<file path="src/clkgen_regs.svh">
// register offsets, field positions, reset values and timing counts of the clock unit
`ifndef CLKGEN_REGS_SVH
`define CLKGEN_REGS_SVH

// ============================================================
// register byte offsets
`define CG_TRIM_OFS 4'h0
`define CG_DIV_OFS 4'h4
`define CG_STAT_OFS 4'h8

// ============================================================
// trim register fields
`define CG_TRIM_LSB 0
`define CG_TRIM_W 6
`define CG_CLKOUT_EN_BIT 6
`define CG_FACTORY_TRIM 6'h20

// ============================================================
// divider and status fields
`define CG_DIV_W 8
`define CG_DIV_RESET 8'h00
`define CG_STAT_WAKE_BIT 0
`define CG_STAT_CLKOUT_BIT 1
`define CG_STAT_SRC_LSB 2
`define CG_STAT_RTC_BIT 5

// ============================================================
// wake-up timing
`define CG_XTAL_WAKE_CYC 10'd992
`define CG_OTHER_WAKE_CYC 10'd224
`define CG_WAKE_MIN_NS 60000
`define CG_WAKE_MAX_NS 100000
`define CG_CLK_PERIOD_NS 25
`define CG_WAKE_MIN_CYC ((`CG_WAKE_MIN_NS + `CG_CLK_PERIOD_NS - 1) / `CG_CLK_PERIOD_NS)

`endif

</file>
<file path="src/clkgen_pkg.sv">
// types shared by the clock generation unit
package clkgen_pkg;

    // ============================================================
    // oscillator source chosen by the stored configuration
    typedef enum logic [2:0] {
        src_xtal_low,
        src_xtal_med,
        src_xtal_high,
        src_rc,
        src_wdt,
        src_ext
    } osc_src_e;

    // ============================================================
    // wake-up timer states
    typedef enum logic [1:0] {
        wk_idle,
        wk_count,
        wk_done
    } wake_state_e;

endpackage

</file>
<file path="src/clkgen_wake_timer.sv">
// wake-up delay timer that withholds the cpu clock until the oscillator settles
`timescale 1ns/1ps
`include "clkgen_regs.svh"

module clkgen_wake_timer (
    // clock and reset
    input wire logic core_clk,
    input wire logic rst_n,
    // control
    input wire logic start,
    input wire logic stop,
    input wire logic osc_tick,
    input wire logic long_wait,
    // status
    output logic done
);
    import clkgen_pkg::*;

    localparam logic [11:0] TIME_CYC = 12'(`CG_WAKE_MIN_CYC);

    wake_state_e state, next_state;
    logic [9:0] osc_cnt, next_osc_cnt;
    logic [11:0] time_cnt, next_time_cnt;
    logic [9:0] target, next_target;

    // ============================================================
    // next state
    always_comb begin
        next_state = state;
        next_osc_cnt = osc_cnt;
        next_time_cnt = time_cnt;
        next_target = target;
        case (state)
            wk_idle: begin
                if (start) begin
                    next_state = wk_count;
                    next_osc_cnt = 10'h000;
                    next_time_cnt = 12'h000;
                    next_target = long_wait ? `CG_XTAL_WAKE_CYC : `CG_OTHER_WAKE_CYC;
                end
            end
            wk_count: begin
                if (osc_tick && osc_cnt != target) begin
                    next_osc_cnt = osc_cnt + 10'h001;
                end
                if (time_cnt != TIME_CYC) begin
                    next_time_cnt = time_cnt + 12'h001;
                end
                // both the cycle count and the settling time must pass
                if (osc_cnt == target && time_cnt == TIME_CYC) begin
                    next_state = wk_done;
                end
            end
            wk_done: begin
                next_state = wk_done;
            end
            default: begin
                next_state = wk_idle;
            end
        endcase
        if (stop) begin
            next_state = wk_idle;
        end
    end

    always_ff @(posedge core_clk or negedge rst_n) begin
        if (!rst_n) begin
            state <= wk_idle;
            osc_cnt <= 10'h000;
            time_cnt <= 12'h000;
            target <= `CG_OTHER_WAKE_CYC;
        end else begin
            state <= next_state;
            osc_cnt <= next_osc_cnt;
            time_cnt <= next_time_cnt;
            target <= next_target;
        end
    end

    assign done = (state == wk_done);
endmodule

</file>
<file path="src/clock_gen_wakeup_timer.sv">
// clock source selection, cpu clock divider, clock output and trim register
`timescale 1ns/1ps
`include "clkgen_regs.svh"

module clock_gen_wakeup_timer (
    // clock and resets
    input wire logic core_clk,
    input wire logic rst_n,
    input wire logic por_n,
    // register bus
    input wire logic [3:0] avs_address,
    input wire logic avs_read,
    input wire logic avs_write,
    input wire logic [31:0] avs_writedata,
    output logic [31:0] avs_readdata,
    output logic avs_waitrequest,
    // stored configuration
    input wire clkgen_pkg::osc_src_e cfg_source,
    input wire logic cfg_rtc_xtal,
    // power control
    input wire logic osc_enable,
    // oscillator and clock pins
    input wire logic rc_osc_clock,
    input wire logic wdt_osc_clock,
    input wire logic xtal_osc_clock,
    input wire logic ext_clock_in_pin,
    output logic crystal_out_clock_pin_o,
    output logic crystal_out_clock_pin_oe,
    // derived clock enables
    output logic cpu_core_clock,
    output logic periph_clock_en,
    output logic machine_cycle,
    output logic cpu_clock_running,
    // analogue trim
    output logic [5:0] rc_trim
);
    import clkgen_pkg::*;

    localparam int PIN_RC = 0;
    localparam int PIN_WDT = 1;
    localparam int PIN_XTAL = 2;
    localparam int PIN_EXT = 3;

    // ============================================================
    // pin synchronisers
    logic [3:0] pin_raw;
    logic [3:0] sync1;
    logic [3:0] sync2;
    logic [3:0] sync3;

    assign pin_raw = {ext_clock_in_pin, xtal_osc_clock, wdt_osc_clock, rc_osc_clock};

    genvar gi;
    generate
        for (gi = 0; gi < 4; gi++) begin : g_sync
            always_ff @(posedge core_clk or negedge rst_n) begin
                if (!rst_n) begin
                    sync1[gi] <= 1'b0;
                    sync2[gi] <= 1'b0;
                    sync3[gi] <= 1'b0;
                end else begin
                    sync1[gi] <= pin_raw[gi];
                    sync2[gi] <= sync1[gi];
                    sync3[gi] <= sync2[gi];
                end
            end
        end
    endgenerate

    // ============================================================
    // configuration capture
    osc_src_e src_q, next_src;
    logic rtc_xtal_q, next_rtc_xtal;
    logic cfg_loaded, next_cfg_loaded;

    always_comb begin
        next_src = src_q;
        next_rtc_xtal = rtc_xtal_q;
        next_cfg_loaded = 1'b1;
        // the choice is latched once after reset and never follows later changes
        if (!cfg_loaded) begin
            next_src = cfg_source;
            next_rtc_xtal = cfg_rtc_xtal;
        end
    end

    always_ff @(posedge core_clk or negedge rst_n) begin
        if (!rst_n) begin
            src_q <= src_rc;
            rtc_xtal_q <= 1'b0;
            cfg_loaded <= 1'b0;
        end else begin
            src_q <= next_src;
            rtc_xtal_q <= next_rtc_xtal;
            cfg_loaded <= next_cfg_loaded;
        end
    end

    // ============================================================
    // oscillator clock selection
    logic xtal_sel;
    logic [1:0] pin_idx;
    logic osc_tick;

    always_comb begin
        xtal_sel = 1'b0;
        pin_idx = 2'(PIN_RC);
        case (src_q)
            src_xtal_low, src_xtal_med, src_xtal_high: begin
                xtal_sel = 1'b1;
                pin_idx = 2'(PIN_XTAL);
            end
            src_rc: begin
                pin_idx = 2'(PIN_RC);
            end
            src_wdt: begin
                pin_idx = 2'(PIN_WDT);
            end
            src_ext: begin
                pin_idx = 2'(PIN_EXT);
            end
            default: begin
                pin_idx = 2'(PIN_RC);
            end
        endcase
    end

    // a stopped input simply gives no ticks, so any rate down to zero is fine
    assign osc_tick = cfg_loaded && sync2[pin_idx] && !sync3[pin_idx];

    // ============================================================
    // wake-up timer
    logic osc_en_q;
    logic wake_start;
    logic wake_done;

    always_ff @(posedge core_clk or negedge rst_n) begin
        if (!rst_n) begin
            osc_en_q <= 1'b0;
        end else begin
            osc_en_q <= osc_enable && cfg_loaded;
        end
    end

    assign wake_start = osc_enable && cfg_loaded && !osc_en_q;

    clkgen_wake_timer u_wake (
        .core_clk(core_clk),
        .rst_n(rst_n),
        .start(wake_start),
        .stop(!osc_enable),
        .osc_tick(osc_tick),
        .long_wait(xtal_sel),
        .done(wake_done)
    );

    // ============================================================
    // register bus
    logic ack_q, next_ack;
    logic [31:0] rdata_q, next_rdata;
    logic [`CG_DIV_W-1:0] div_q, next_div;
    logic [5:0] trim_q, next_trim;
    logic clkout_en_q, next_clkout_en;
    logic bus_req;
    logic trim_wr;
    logic div_wr;

    assign bus_req = avs_read || avs_write;
    assign avs_waitrequest = bus_req && !ack_q;
    assign trim_wr = avs_write && ack_q && avs_address == `CG_TRIM_OFS;
    assign div_wr = avs_write && ack_q && avs_address == `CG_DIV_OFS;

    always_comb begin
        next_ack = bus_req && !ack_q;
        next_rdata = rdata_q;
        if (avs_read && !ack_q) begin
            case (avs_address)
                `CG_TRIM_OFS: begin
                    next_rdata = 32'({clkout_en_q, trim_q});
                end
                `CG_DIV_OFS: begin
                    next_rdata = 32'(div_q);
                end
                `CG_STAT_OFS: begin
                    next_rdata = 32'({rtc_xtal_q, src_q, crystal_out_clock_pin_oe, wake_done});
                end
                default: begin
                    next_rdata = 32'h0000_0000;
                end
            endcase
        end
    end

    always_ff @(posedge core_clk or negedge rst_n) begin
        if (!rst_n) begin
            ack_q <= 1'b0;
            rdata_q <= 32'h0000_0000;
        end else begin
            ack_q <= next_ack;
            rdata_q <= next_rdata;
        end
    end

    assign avs_readdata = rdata_q;

    // ============================================================
    // trim register, kept across every reset but power-on
    always_comb begin
        next_trim = trim_q;
        next_clkout_en = clkout_en_q;
        if (trim_wr) begin
            next_trim = avs_writedata[`CG_TRIM_LSB +: `CG_TRIM_W];
            next_clkout_en = avs_writedata[`CG_CLKOUT_EN_BIT];
        end
    end

    always_ff @(posedge core_clk or negedge por_n) begin
        if (!por_n) begin
            trim_q <= `CG_FACTORY_TRIM;
            clkout_en_q <= 1'b0;
        end else begin
            trim_q <= next_trim;
            clkout_en_q <= next_clkout_en;
        end
    end

    assign rc_trim = trim_q;

    // ============================================================
    // cpu clock divider
    logic [8:0] div_cnt, next_div_cnt;
    logic [8:0] div_limit;
    logic cpu_tick;

    // factor is twice the setting, zero meaning undivided, so 255 gives 510
    assign div_limit = (div_q == 8'h00) ? 9'h001 : {div_q, 1'b0};
    // the compare tolerates a shrinking factor, so a rewrite never stalls the cpu
    assign cpu_tick = wake_done && osc_tick && (div_cnt >= div_limit - 9'h001);

    always_comb begin
        next_div = div_q;
        next_div_cnt = div_cnt;
        if (div_wr) begin
            next_div = avs_writedata[`CG_DIV_W-1:0];
        end
        if (!wake_done) begin
            next_div_cnt = 9'h000;
        end else if (cpu_tick) begin
            next_div_cnt = 9'h000;
        end else if (osc_tick) begin
            next_div_cnt = div_cnt + 9'h001;
        end
    end

    always_ff @(posedge core_clk or negedge rst_n) begin
        if (!rst_n) begin
            div_q <= `CG_DIV_RESET;
            div_cnt <= 9'h000;
        end else begin
            div_q <= next_div;
            div_cnt <= next_div_cnt;
        end
    end

    // ============================================================
    // cpu, peripheral and machine cycle enables, clock output pin
    logic phase_q, next_phase;
    logic cpu_q, next_cpu;
    logic pair_q, next_pair;
    logic clkout_q, next_clkout;
    logic clkout_oe_q, next_clkout_oe;
    logic clkout_allowed;

    // the crystal pin is busy while the crystal feeds the core or the rtc
    // gated until capture, else the reset default source would open the pin for one cycle
    assign clkout_allowed = cfg_loaded && !xtal_sel && !rtc_xtal_q && clkout_en_q;

    always_comb begin
        next_cpu = cpu_tick;
        next_pair = cpu_tick && phase_q;
        next_phase = phase_q;
        next_clkout = 1'b0;
        next_clkout_oe = clkout_allowed;
        if (cpu_tick) begin
            next_phase = !phase_q;
        end
        if (!wake_done) begin
            next_phase = 1'b0;
        end
        if (clkout_allowed) begin
            next_clkout = cpu_tick ? !clkout_q : clkout_q;
        end
    end

    always_ff @(posedge core_clk or negedge rst_n) begin
        if (!rst_n) begin
            phase_q <= 1'b0;
            cpu_q <= 1'b0;
            pair_q <= 1'b0;
            clkout_q <= 1'b0;
            clkout_oe_q <= 1'b0;
        end else begin
            phase_q <= next_phase;
            cpu_q <= next_cpu;
            pair_q <= next_pair;
            clkout_q <= next_clkout;
            clkout_oe_q <= next_clkout_oe;
        end
    end

    assign cpu_core_clock = cpu_q;
    assign periph_clock_en = pair_q;
    assign machine_cycle = pair_q;
    assign cpu_clock_running = wake_done;
    assign crystal_out_clock_pin_o = clkout_q;
    assign crystal_out_clock_pin_oe = clkout_oe_q;
endmodule

</file>
<file path="config.mk">
export PLATFORM = sky130hd
export DESIGN_NAME = clock_gen_wakeup_timer
export DESIGN_NICKNAME = d
export VERILOG_FILES = /design/src/clkgen_pkg.sv /design/src/clkgen_wake_timer.sv /design/src/clock_gen_wakeup_timer.sv
export VERILOG_INCLUDE_DIRS = /design/src
export SDC_FILE = /design/constraint.sdc
export NUM_CORES = 1
export LEC_CHECK = 0
export BUFFER_PORTS_ARGS = -buffer_cell sky130_fd_sc_hd__clkbuf_2
export CORE_MARGIN = 4
export CORE_UTILIZATION = 25
export CTS_BUF_LIST = sky130_fd_sc_hd__clkbuf_16
export DETAILED_ROUTE_END_ITERATION = 16
export GPL_TIMING_DRIVEN = 0
export PLACE_DENSITY = 0.47
export SLEW_MARGIN = 20
export SYNTH_ARGS = -nofsm -noshare
export SYNTH_HDL_FRONTEND = slang
export SYNTH_HIERARCHICAL = 1
export SYNTH_SLANG_ARGS = --single-unit
</file>
<file path="constraint.sdc">
create_clock -name core_clk -period 5.03 [get_ports core_clk]
set_input_delay 0.503 -clock core_clk [delete_from_list [all_inputs] [get_ports core_clk]]
set_output_delay 0.503 -clock core_clk [all_outputs]
set_load 0.005 [all_outputs]
</file>
---- Yosys cells after proc, flatten, opt, wreduce, memory -nomap -nowiden ----
Index checks and enable logic that the tools add are counted.
storage, ports and cells
  bits in latches ......................... 0
  flip-flop bits (word level) ............. 114
  output and inout port bits .............. 45
  RAM bits ................................ 0
  ROM bits ................................ 0
  memories ................................ 0
operators by class
  equal/unequal tests ..................... 20
  multiplexer cells ....................... 26
  order comparisons ....................... 2
  multipliers ............................. 0
  shift-type cells ........................ 0
  bitwise operators ....................... 0
  add/subtract/negate cells ............... 4
  reduce and logical (&&, ||, !) cells .... 35
  div/mod/pow operators ................... 0
operator list
  cell                     count
  $mux W9                  4
  $mux W10                 3
  $mux W12                 2
  $pmux W12 S2             1
  $pmux W8 S3              1
  $pmux W10 S2             1
  $logic_and A1 B1 Y1      17
  $add A12 B1 Y12 const B  1
  $eq A12 B12 Y1 const B   1
  $ne A12 B12 Y1 const B   1
  $pmux W2 S3              2
  $add A10 B1 Y10 const B  1
  $eq A10 B10 Y1           1
  $ne A10 B10 Y1           1
  $add A9 B1 Y9 const B    1
  $ge A9 B9 Y1             1
  $ne A3 B2 Y1 const B     3
  $sub A9 B1 Y9 const B    1
  $logic_not A8 Y1         1
  $ne A2 B1 Y1 const B     4
  $logic_not A1 Y1         7
  $mux W1                  7
  $eq A3 B3 Y1 const B     2
  $mux W2                  3
  17 further kinds         20

---- Logic depth before layout (Yosys ltp) ----
  depth after elaboration ................. 11
  mapped depth ............................ 12
  depth with buffers taken out ............ 10

---- Hierarchy ----
Netlist, hierarchy kept.
modules (own cells, without submodules)
  module                  area an instance (um^2)  sequential area each (um^2)  cells an instance  times used
  clock_gen_wakeup_timer  2922.8                   1405.1                       272                1
  clkgen_wake_timer       1657.8                   625.6                        174                1

---- Least setup slack after synthesis ----
OpenSTA, ideal clock, no wires.
  kind .................................... register to register
  from .................................... register div_q[4]
  to ...................................... register div_cnt[4]
  setup slack ............................. 2.233 ns
  buffers on the path ..................... 1
  cell stages (with the launch flop) ...... 11
  data arrival time ....................... 2.665 ns
  cells stage by stage .................... dfrtp_1 or4_1 o21ai_2 nor4_1 xnor2_1 ha_1 nand2_1 or3_1 clkbuf_1 a32oi_1 o41ai_2
on the way
  word-level cells in the longest chain between the ends .. 7
  elaborated cells on any way between the ends .. 8
  those cells by class .................... add/sub (1); order compare (1); eq/ne (1); mux (3); reduce/logical (2)
ends and longest elaborated chain
  element                  line                           text
  start, declared          clock_gen_wakeup_timer.sv:161  logic [`CG_DIV_W-1:0] div_q, next_div;
  start signal, assigned   clock_gen_wakeup_timer.sv:257  div_q <= `CG_DIV_RESET;
  start signal, assigned   clock_gen_wakeup_timer.sv:260  div_q <= next_div;
  $logic_not A8 Y1         clock_gen_wakeup_timer.sv:236  assign div_limit = (div_q == 8'h00) ? 9'h001 : {div_q, 1'b0};
  $mux W9 (*)              clock_gen_wakeup_timer.sv:236
  $sub A9 B1 Y9 (*)        clock_gen_wakeup_timer.sv:238  assign cpu_tick = wake_done && osc_tick && (div_cnt >= div_limit - 9'h001);
  $ge A9 B9 Y1 (*)         clock_gen_wakeup_timer.sv:238
  $logic_and A1 B1 Y1 (*)  clock_gen_wakeup_timer.sv:238
  $mux W9                  clock_gen_wakeup_timer.sv:248  end else if (cpu_tick) begin
  $mux W9                  clock_gen_wakeup_timer.sv:246  if (!wake_done) begin
  end signal, assigned     clock_gen_wakeup_timer.sv:261  div_cnt <= next_div_cnt;
  end, declared            clock_gen_wakeup_timer.sv:231  logic [8:0] div_cnt, next_div_cnt;
Every way passes the cells marked *; elsewhere a longest branch is shown, timed or not.
A chain may end at the register's enable or synchronous reset.

---- Final worst setup path ----
  from .................................... register div_q[6]
  to ...................................... register div_cnt[5]
The elaborated chain is that of the path after synthesis.

==> summary.txt <==
Pwr
  – Total power after layout: 1.89 mW
  – Areal power density over the cells: about 340 nW/um^2
  – Switching part of the total: between 30 and 40%
  – Clock Power Share: between 30% and 40%
  – Sequential fraction of design power: 42.1%
  – Logic gate share of total power: about a quarter
  – Int Pwr: 1.25 mW
  – Static power due to leakage: 2.51 nW
  – Worst vdd rail ir drop: 0.192 mV
  – Total net switching power: 0.637 mW

Floorplan
  – Area of the die: 20600 sq um
  – Core ar.: 18000 sq um
  – Number of top-level pins: 95
  – Die Span X: 143 microns
  – Die H: 143 microns
  – Initial Utilization: ~25%
  – FP Rows: 49

Timing
  – Number of max-slew violations in the final report: 0
  – Post-Route Skew: 0.00607 ns
  – Setup violators final: 0
  – Worst slew margin relative to its limit: ~33%
  – FMAX: 319 MHz
  – Final Hold Vio Count: 0
  – Fraction of the cycle the final worst path needs: 62.3%
  – Clock period minus worst slack: 3.14 ns
  – Actual transition at the worst max-transition pin: roughly 0.97 ns
  – Aggregate negative setup slack: 0 ns
  – Unrepaired setup endpoints after global routing: no

Synthesis
  – Most frequent cell after synthesis: sky130_fd_sc_hd__dfrtp_1
  – Proportion of register bits with asynchronous set or reset after synthesis: 100%
  – Main synth FF type: sky130_fd_sc_hd__dfrtp_1
  – Synth Cell Area: 4580 sq um
  – Area fraction of the dominant cell type after synthesis: 42.6%
  – Instance count of the mapped netlist: 446
  – #FFs+latches synth: 81
  – Post-synth top area cell: sky130_fd_sc_hd__dfrtp_1
  – Number of distinct standard cells referenced by the synthesized netlist: 63
  – Most common library cells after synthesis: 78 x sky130_fd_sc_hd__dfrtp_1, 45 x sky130_fd_sc_hd__nand2_1, 25 x sky130_fd_sc_hd__buf_4, 25 x sky130_fd_sc_hd__mux2_2, 22 x sky130_fd_sc_hd__a22o_1
  – Number of enable-type register cells in the synthesized netlist: 0
  – Synth warn: 6
  – Sequential cell area fraction in the yosys report: 44.3%
  – Largest cells by area after synthesis: sky130_fd_sc_hd__dfrtp_1 43%, sky130_fd_sc_hd__mux2_2 6.1%, sky130_fd_sc_hd__ha_1 4.9%, sky130_fd_sc_hd__a22o_1 4.2%, sky130_fd_sc_hd__buf_4 4.1%
  – Mean cell area of the mapped netlist: 10.3 sq um

Cells and area
  – Number of standard cells in the layout, taps in and fillers out: 762
  – Antenna Cells: 0
  – Area of the multi-input gates: about 2300 sq um
  – Post-synthesis to final-layout area growth: 20.0%
  – Area used by sequential logic in the layout: 2030 sq um
  – Filler cells: 1858
  – Final nets: 596
  – Share of post-route cells with drive strength above 1: 25.7%

Drt
  – DRT Wirelength: 11200 microns
  – Wirelength per Cell: between 10 and 15 microns
  – Count of nets left with antenna violations after detail routing: 0
  – Routed via count divided by cell count: ~4.8
  – Initial detailed-routing violation count: 233
  – Vias after detailed routing: 3643
  – Total DRC errors in the routed layout: 0
  – Detailed Routing Iterations Pass 1: 4

Job
  – Number of max-cap violations: 0

Hold path
  – Type of the tightest min-delay check: input port to asynchronous set/reset pin

Status
  – Run status: complete, no violations

Place
  – Buffers on Ports: 46
  – Final estimated routing congestion in global placement: 0.752
  – # placed instances: about 750
  – DP Wirelength: 8100 microns

Clocking
  – Clock buffer depth: 2
  – TritonCTS clock tree: yes
  – H-tree Lvls: 3
  – Clock tree sinks: ~80
  – Clock latency at the later pin of the worst-skew pair: 0.34 ns
  – Reg clk slew, reported paths: 0.06 ns
  – TritonCTS Buffers: 9
  – Buffer type at the clock tree root: sky130_fd_sc_hd__clkbuf_16

Setup path
  – Classification of the worst setup path: register to register
  – CP startpoint kind: register
  – Data arrival time of the critical path: 3.39 ns
  – Required time at the worst-slack endpoint: 5.29 ns
  – Kind of end point of the critical path: register
  – Maximum fanout encountered on the critical timing path: 10

Global route
  – Initial antenna violation count: 0
  – Maximum number of pins on one net before global-route repair: between 40 and 50
  – Remaining global-route overflow: 0
  – Overall global routing resource usage: 11.4%
  – Global-route wire length before repair: 18800 microns
  – Vias in the first global route: 3689
-- cell usage in the layout (no fill, tap or decap), types with 9 or more instances in the layout --
| master | Yosys | routed |
|---|---|---|
| sky130_fd_sc_hd__mux2i_1 | 10 | 10 |
| sky130_fd_sc_hd__nand3_1 | 15 | 15 |
| sky130_fd_sc_hd__nand4_1 | 10 | 10 |
| sky130_fd_sc_hd__clkbuf_1 | 9 | 9 |
| sky130_fd_sc_hd__a21oi_1 | 9 | 9 |
| sky130_fd_sc_hd__and2_1 | 9 | 9 |
| sky130_fd_sc_hd__dfrtp_1 | 78 | 78 |
| sky130_fd_sc_hd__nor2b_1 | 9 | 9 |
| sky130_fd_sc_hd__nor2_1 | 17 | 17 |
| sky130_fd_sc_hd__clkbuf_16 | 0 | 9 |
| sky130_fd_sc_hd__a22o_1 | 22 | 22 |
| sky130_fd_sc_hd__buf_4 | 25 | 25 |
| sky130_fd_sc_hd__o21ai_0 | 15 | 15 |
| sky130_fd_sc_hd__nor3_1 | 13 | 13 |
| sky130_fd_sc_hd__conb_1 | 2 | 25 |
| sky130_fd_sc_hd__nand2_1 | 45 | 45 |
| sky130_fd_sc_hd__mux2_2 | 25 | 25 |
| sky130_fd_sc_hd__clkbuf_2 | 0 | 45 |
| sky130_fd_sc_hd__inv_1 | 16 | 17 |
| sky130_fd_sc_hd__ha_1 | 18 | 18 |
-- critical path, stage by stage (launching register included) --
cell                       delay (ns)
sky130_fd_sc_hd__dfrtp_1         0.43
sky130_fd_sc_hd__or4_1           0.60
sky130_fd_sc_hd__o21ai_2         0.24
sky130_fd_sc_hd__o31a_1          0.15
sky130_fd_sc_hd__nor2_1          0.05
sky130_fd_sc_hd__ha_1            0.30
sky130_fd_sc_hd__a21oi_1         0.14
sky130_fd_sc_hd__o21ai_0         0.11
sky130_fd_sc_hd__a41oi_1         0.35
sky130_fd_sc_hd__buf_2           0.30
sky130_fd_sc_hd__nand2_1         0.18
sky130_fd_sc_hd__o221ai_1        0.21
-- per-layer routing --
layer	GRT usage [%]	up-vias	wire [microns]
met5	0	-	0
met4	4.21	0	200
met3	2.93	18	566
met2	18.6	98	5220
met1	14.6	1766	5160
li1	-	1761	-
-- logic make-up after synthesis --
group / after synthesis / synth area share [%]
simple gates: 157 / 19.1
compound gates: 92 / 15.5
flops: 81 / 44.3
buf+inv: 57 / 6.88
mux: 36 / 8.58
fa+ha+maj: 18 / 4.92
xor+xnor: 3 / 0.574
other cells: 2 / 0.164
-- stage by stage --
step / setup WS [ns] / area (sq um) / hold WS [ns] / util (%)
floorplan: 2.23 / 4670 / 0.207 / -
global route: 1.57 / 5500 / 0.151 / 30.6
CTS: 1.89 / 5500 / 0.135 / 30.6
finish: 1.89 / 5500 / 0.130 / 30.6
global placement: 1.91 / 5180 / 0.334 / 28.9
detailed placement: 1.91 / 5210 / 0.338 / 29.0
-- flip-flops by register name, indices dropped and copies added (netlist names), 2 cells and up --
register,cells
u_wake/time_cnt,12
u_wake/osc_cnt,10
div_cnt,9
avs_readdata,8
div_q,8
rc_trim,6
sync1,4
sync2,4
sync3,4
src_q,3
u_wake/state,2
-- worst paths after layout --
path,start,to,slack (ns),cells after the start
min,rst_n,u_wake/time_cnt[4]$_DFFE_PN0P_,0.13,1
max reg2reg,div_q[6]$_DFFE_PN0P_,div_cnt[5]$_DFFE_PN0P_,1.89,11
min in group core_clk,wdt_osc_clock,sync1[1]$_DFF_PN0_,0.27,1
max,div_q[6]$_DFFE_PN0P_,div_cnt[5]$_DFFE_PN0P_,1.89,11
min reg2reg,sync1[1]$_DFF_PN0_,sync2[1]$_DFF_PN0_,0.35,0
max in group asynchronous,rst_n,src_q[0]$_DFFE_PN1N_,4.25,2
-- layout make-up --
| type | count | area share (%) |
|---|---|---|
| Clock buffer | 9 | 4.10 |
| Buffer | 40 | 4.58 |
| Multi-Input combinational cell | 331 | 42.2 |
| Inverter | 17 | 1.16 |
| Tap cell | 229 | 5.21 |
| Sequential cell | 81 | 36.9 |
| Clock inverter | 7 | 0.865 |
| Timing Repair Buffer | 48 | 4.92 |
-- power groups by stage --
stage	sequential (mW)	clock (mW)	combinational, mW
global placement	0.802	0	0.470
floorplan	0.782	0	0.337
detailed placement	0.805	0	0.484
CTS	0.794	0.638	0.486
global route	0.804	0.659	0.547
finish	0.794	0.611	0.480
-- timing repair --
action | 4_1_cts | 5_1_grt
endpoints found under the hold margin | 6 | 0
buffers inserted | 0 | 0
resized for setup | 0 | 0
hold buffers | 1 | 0
(Power assumes the default switching activity.)
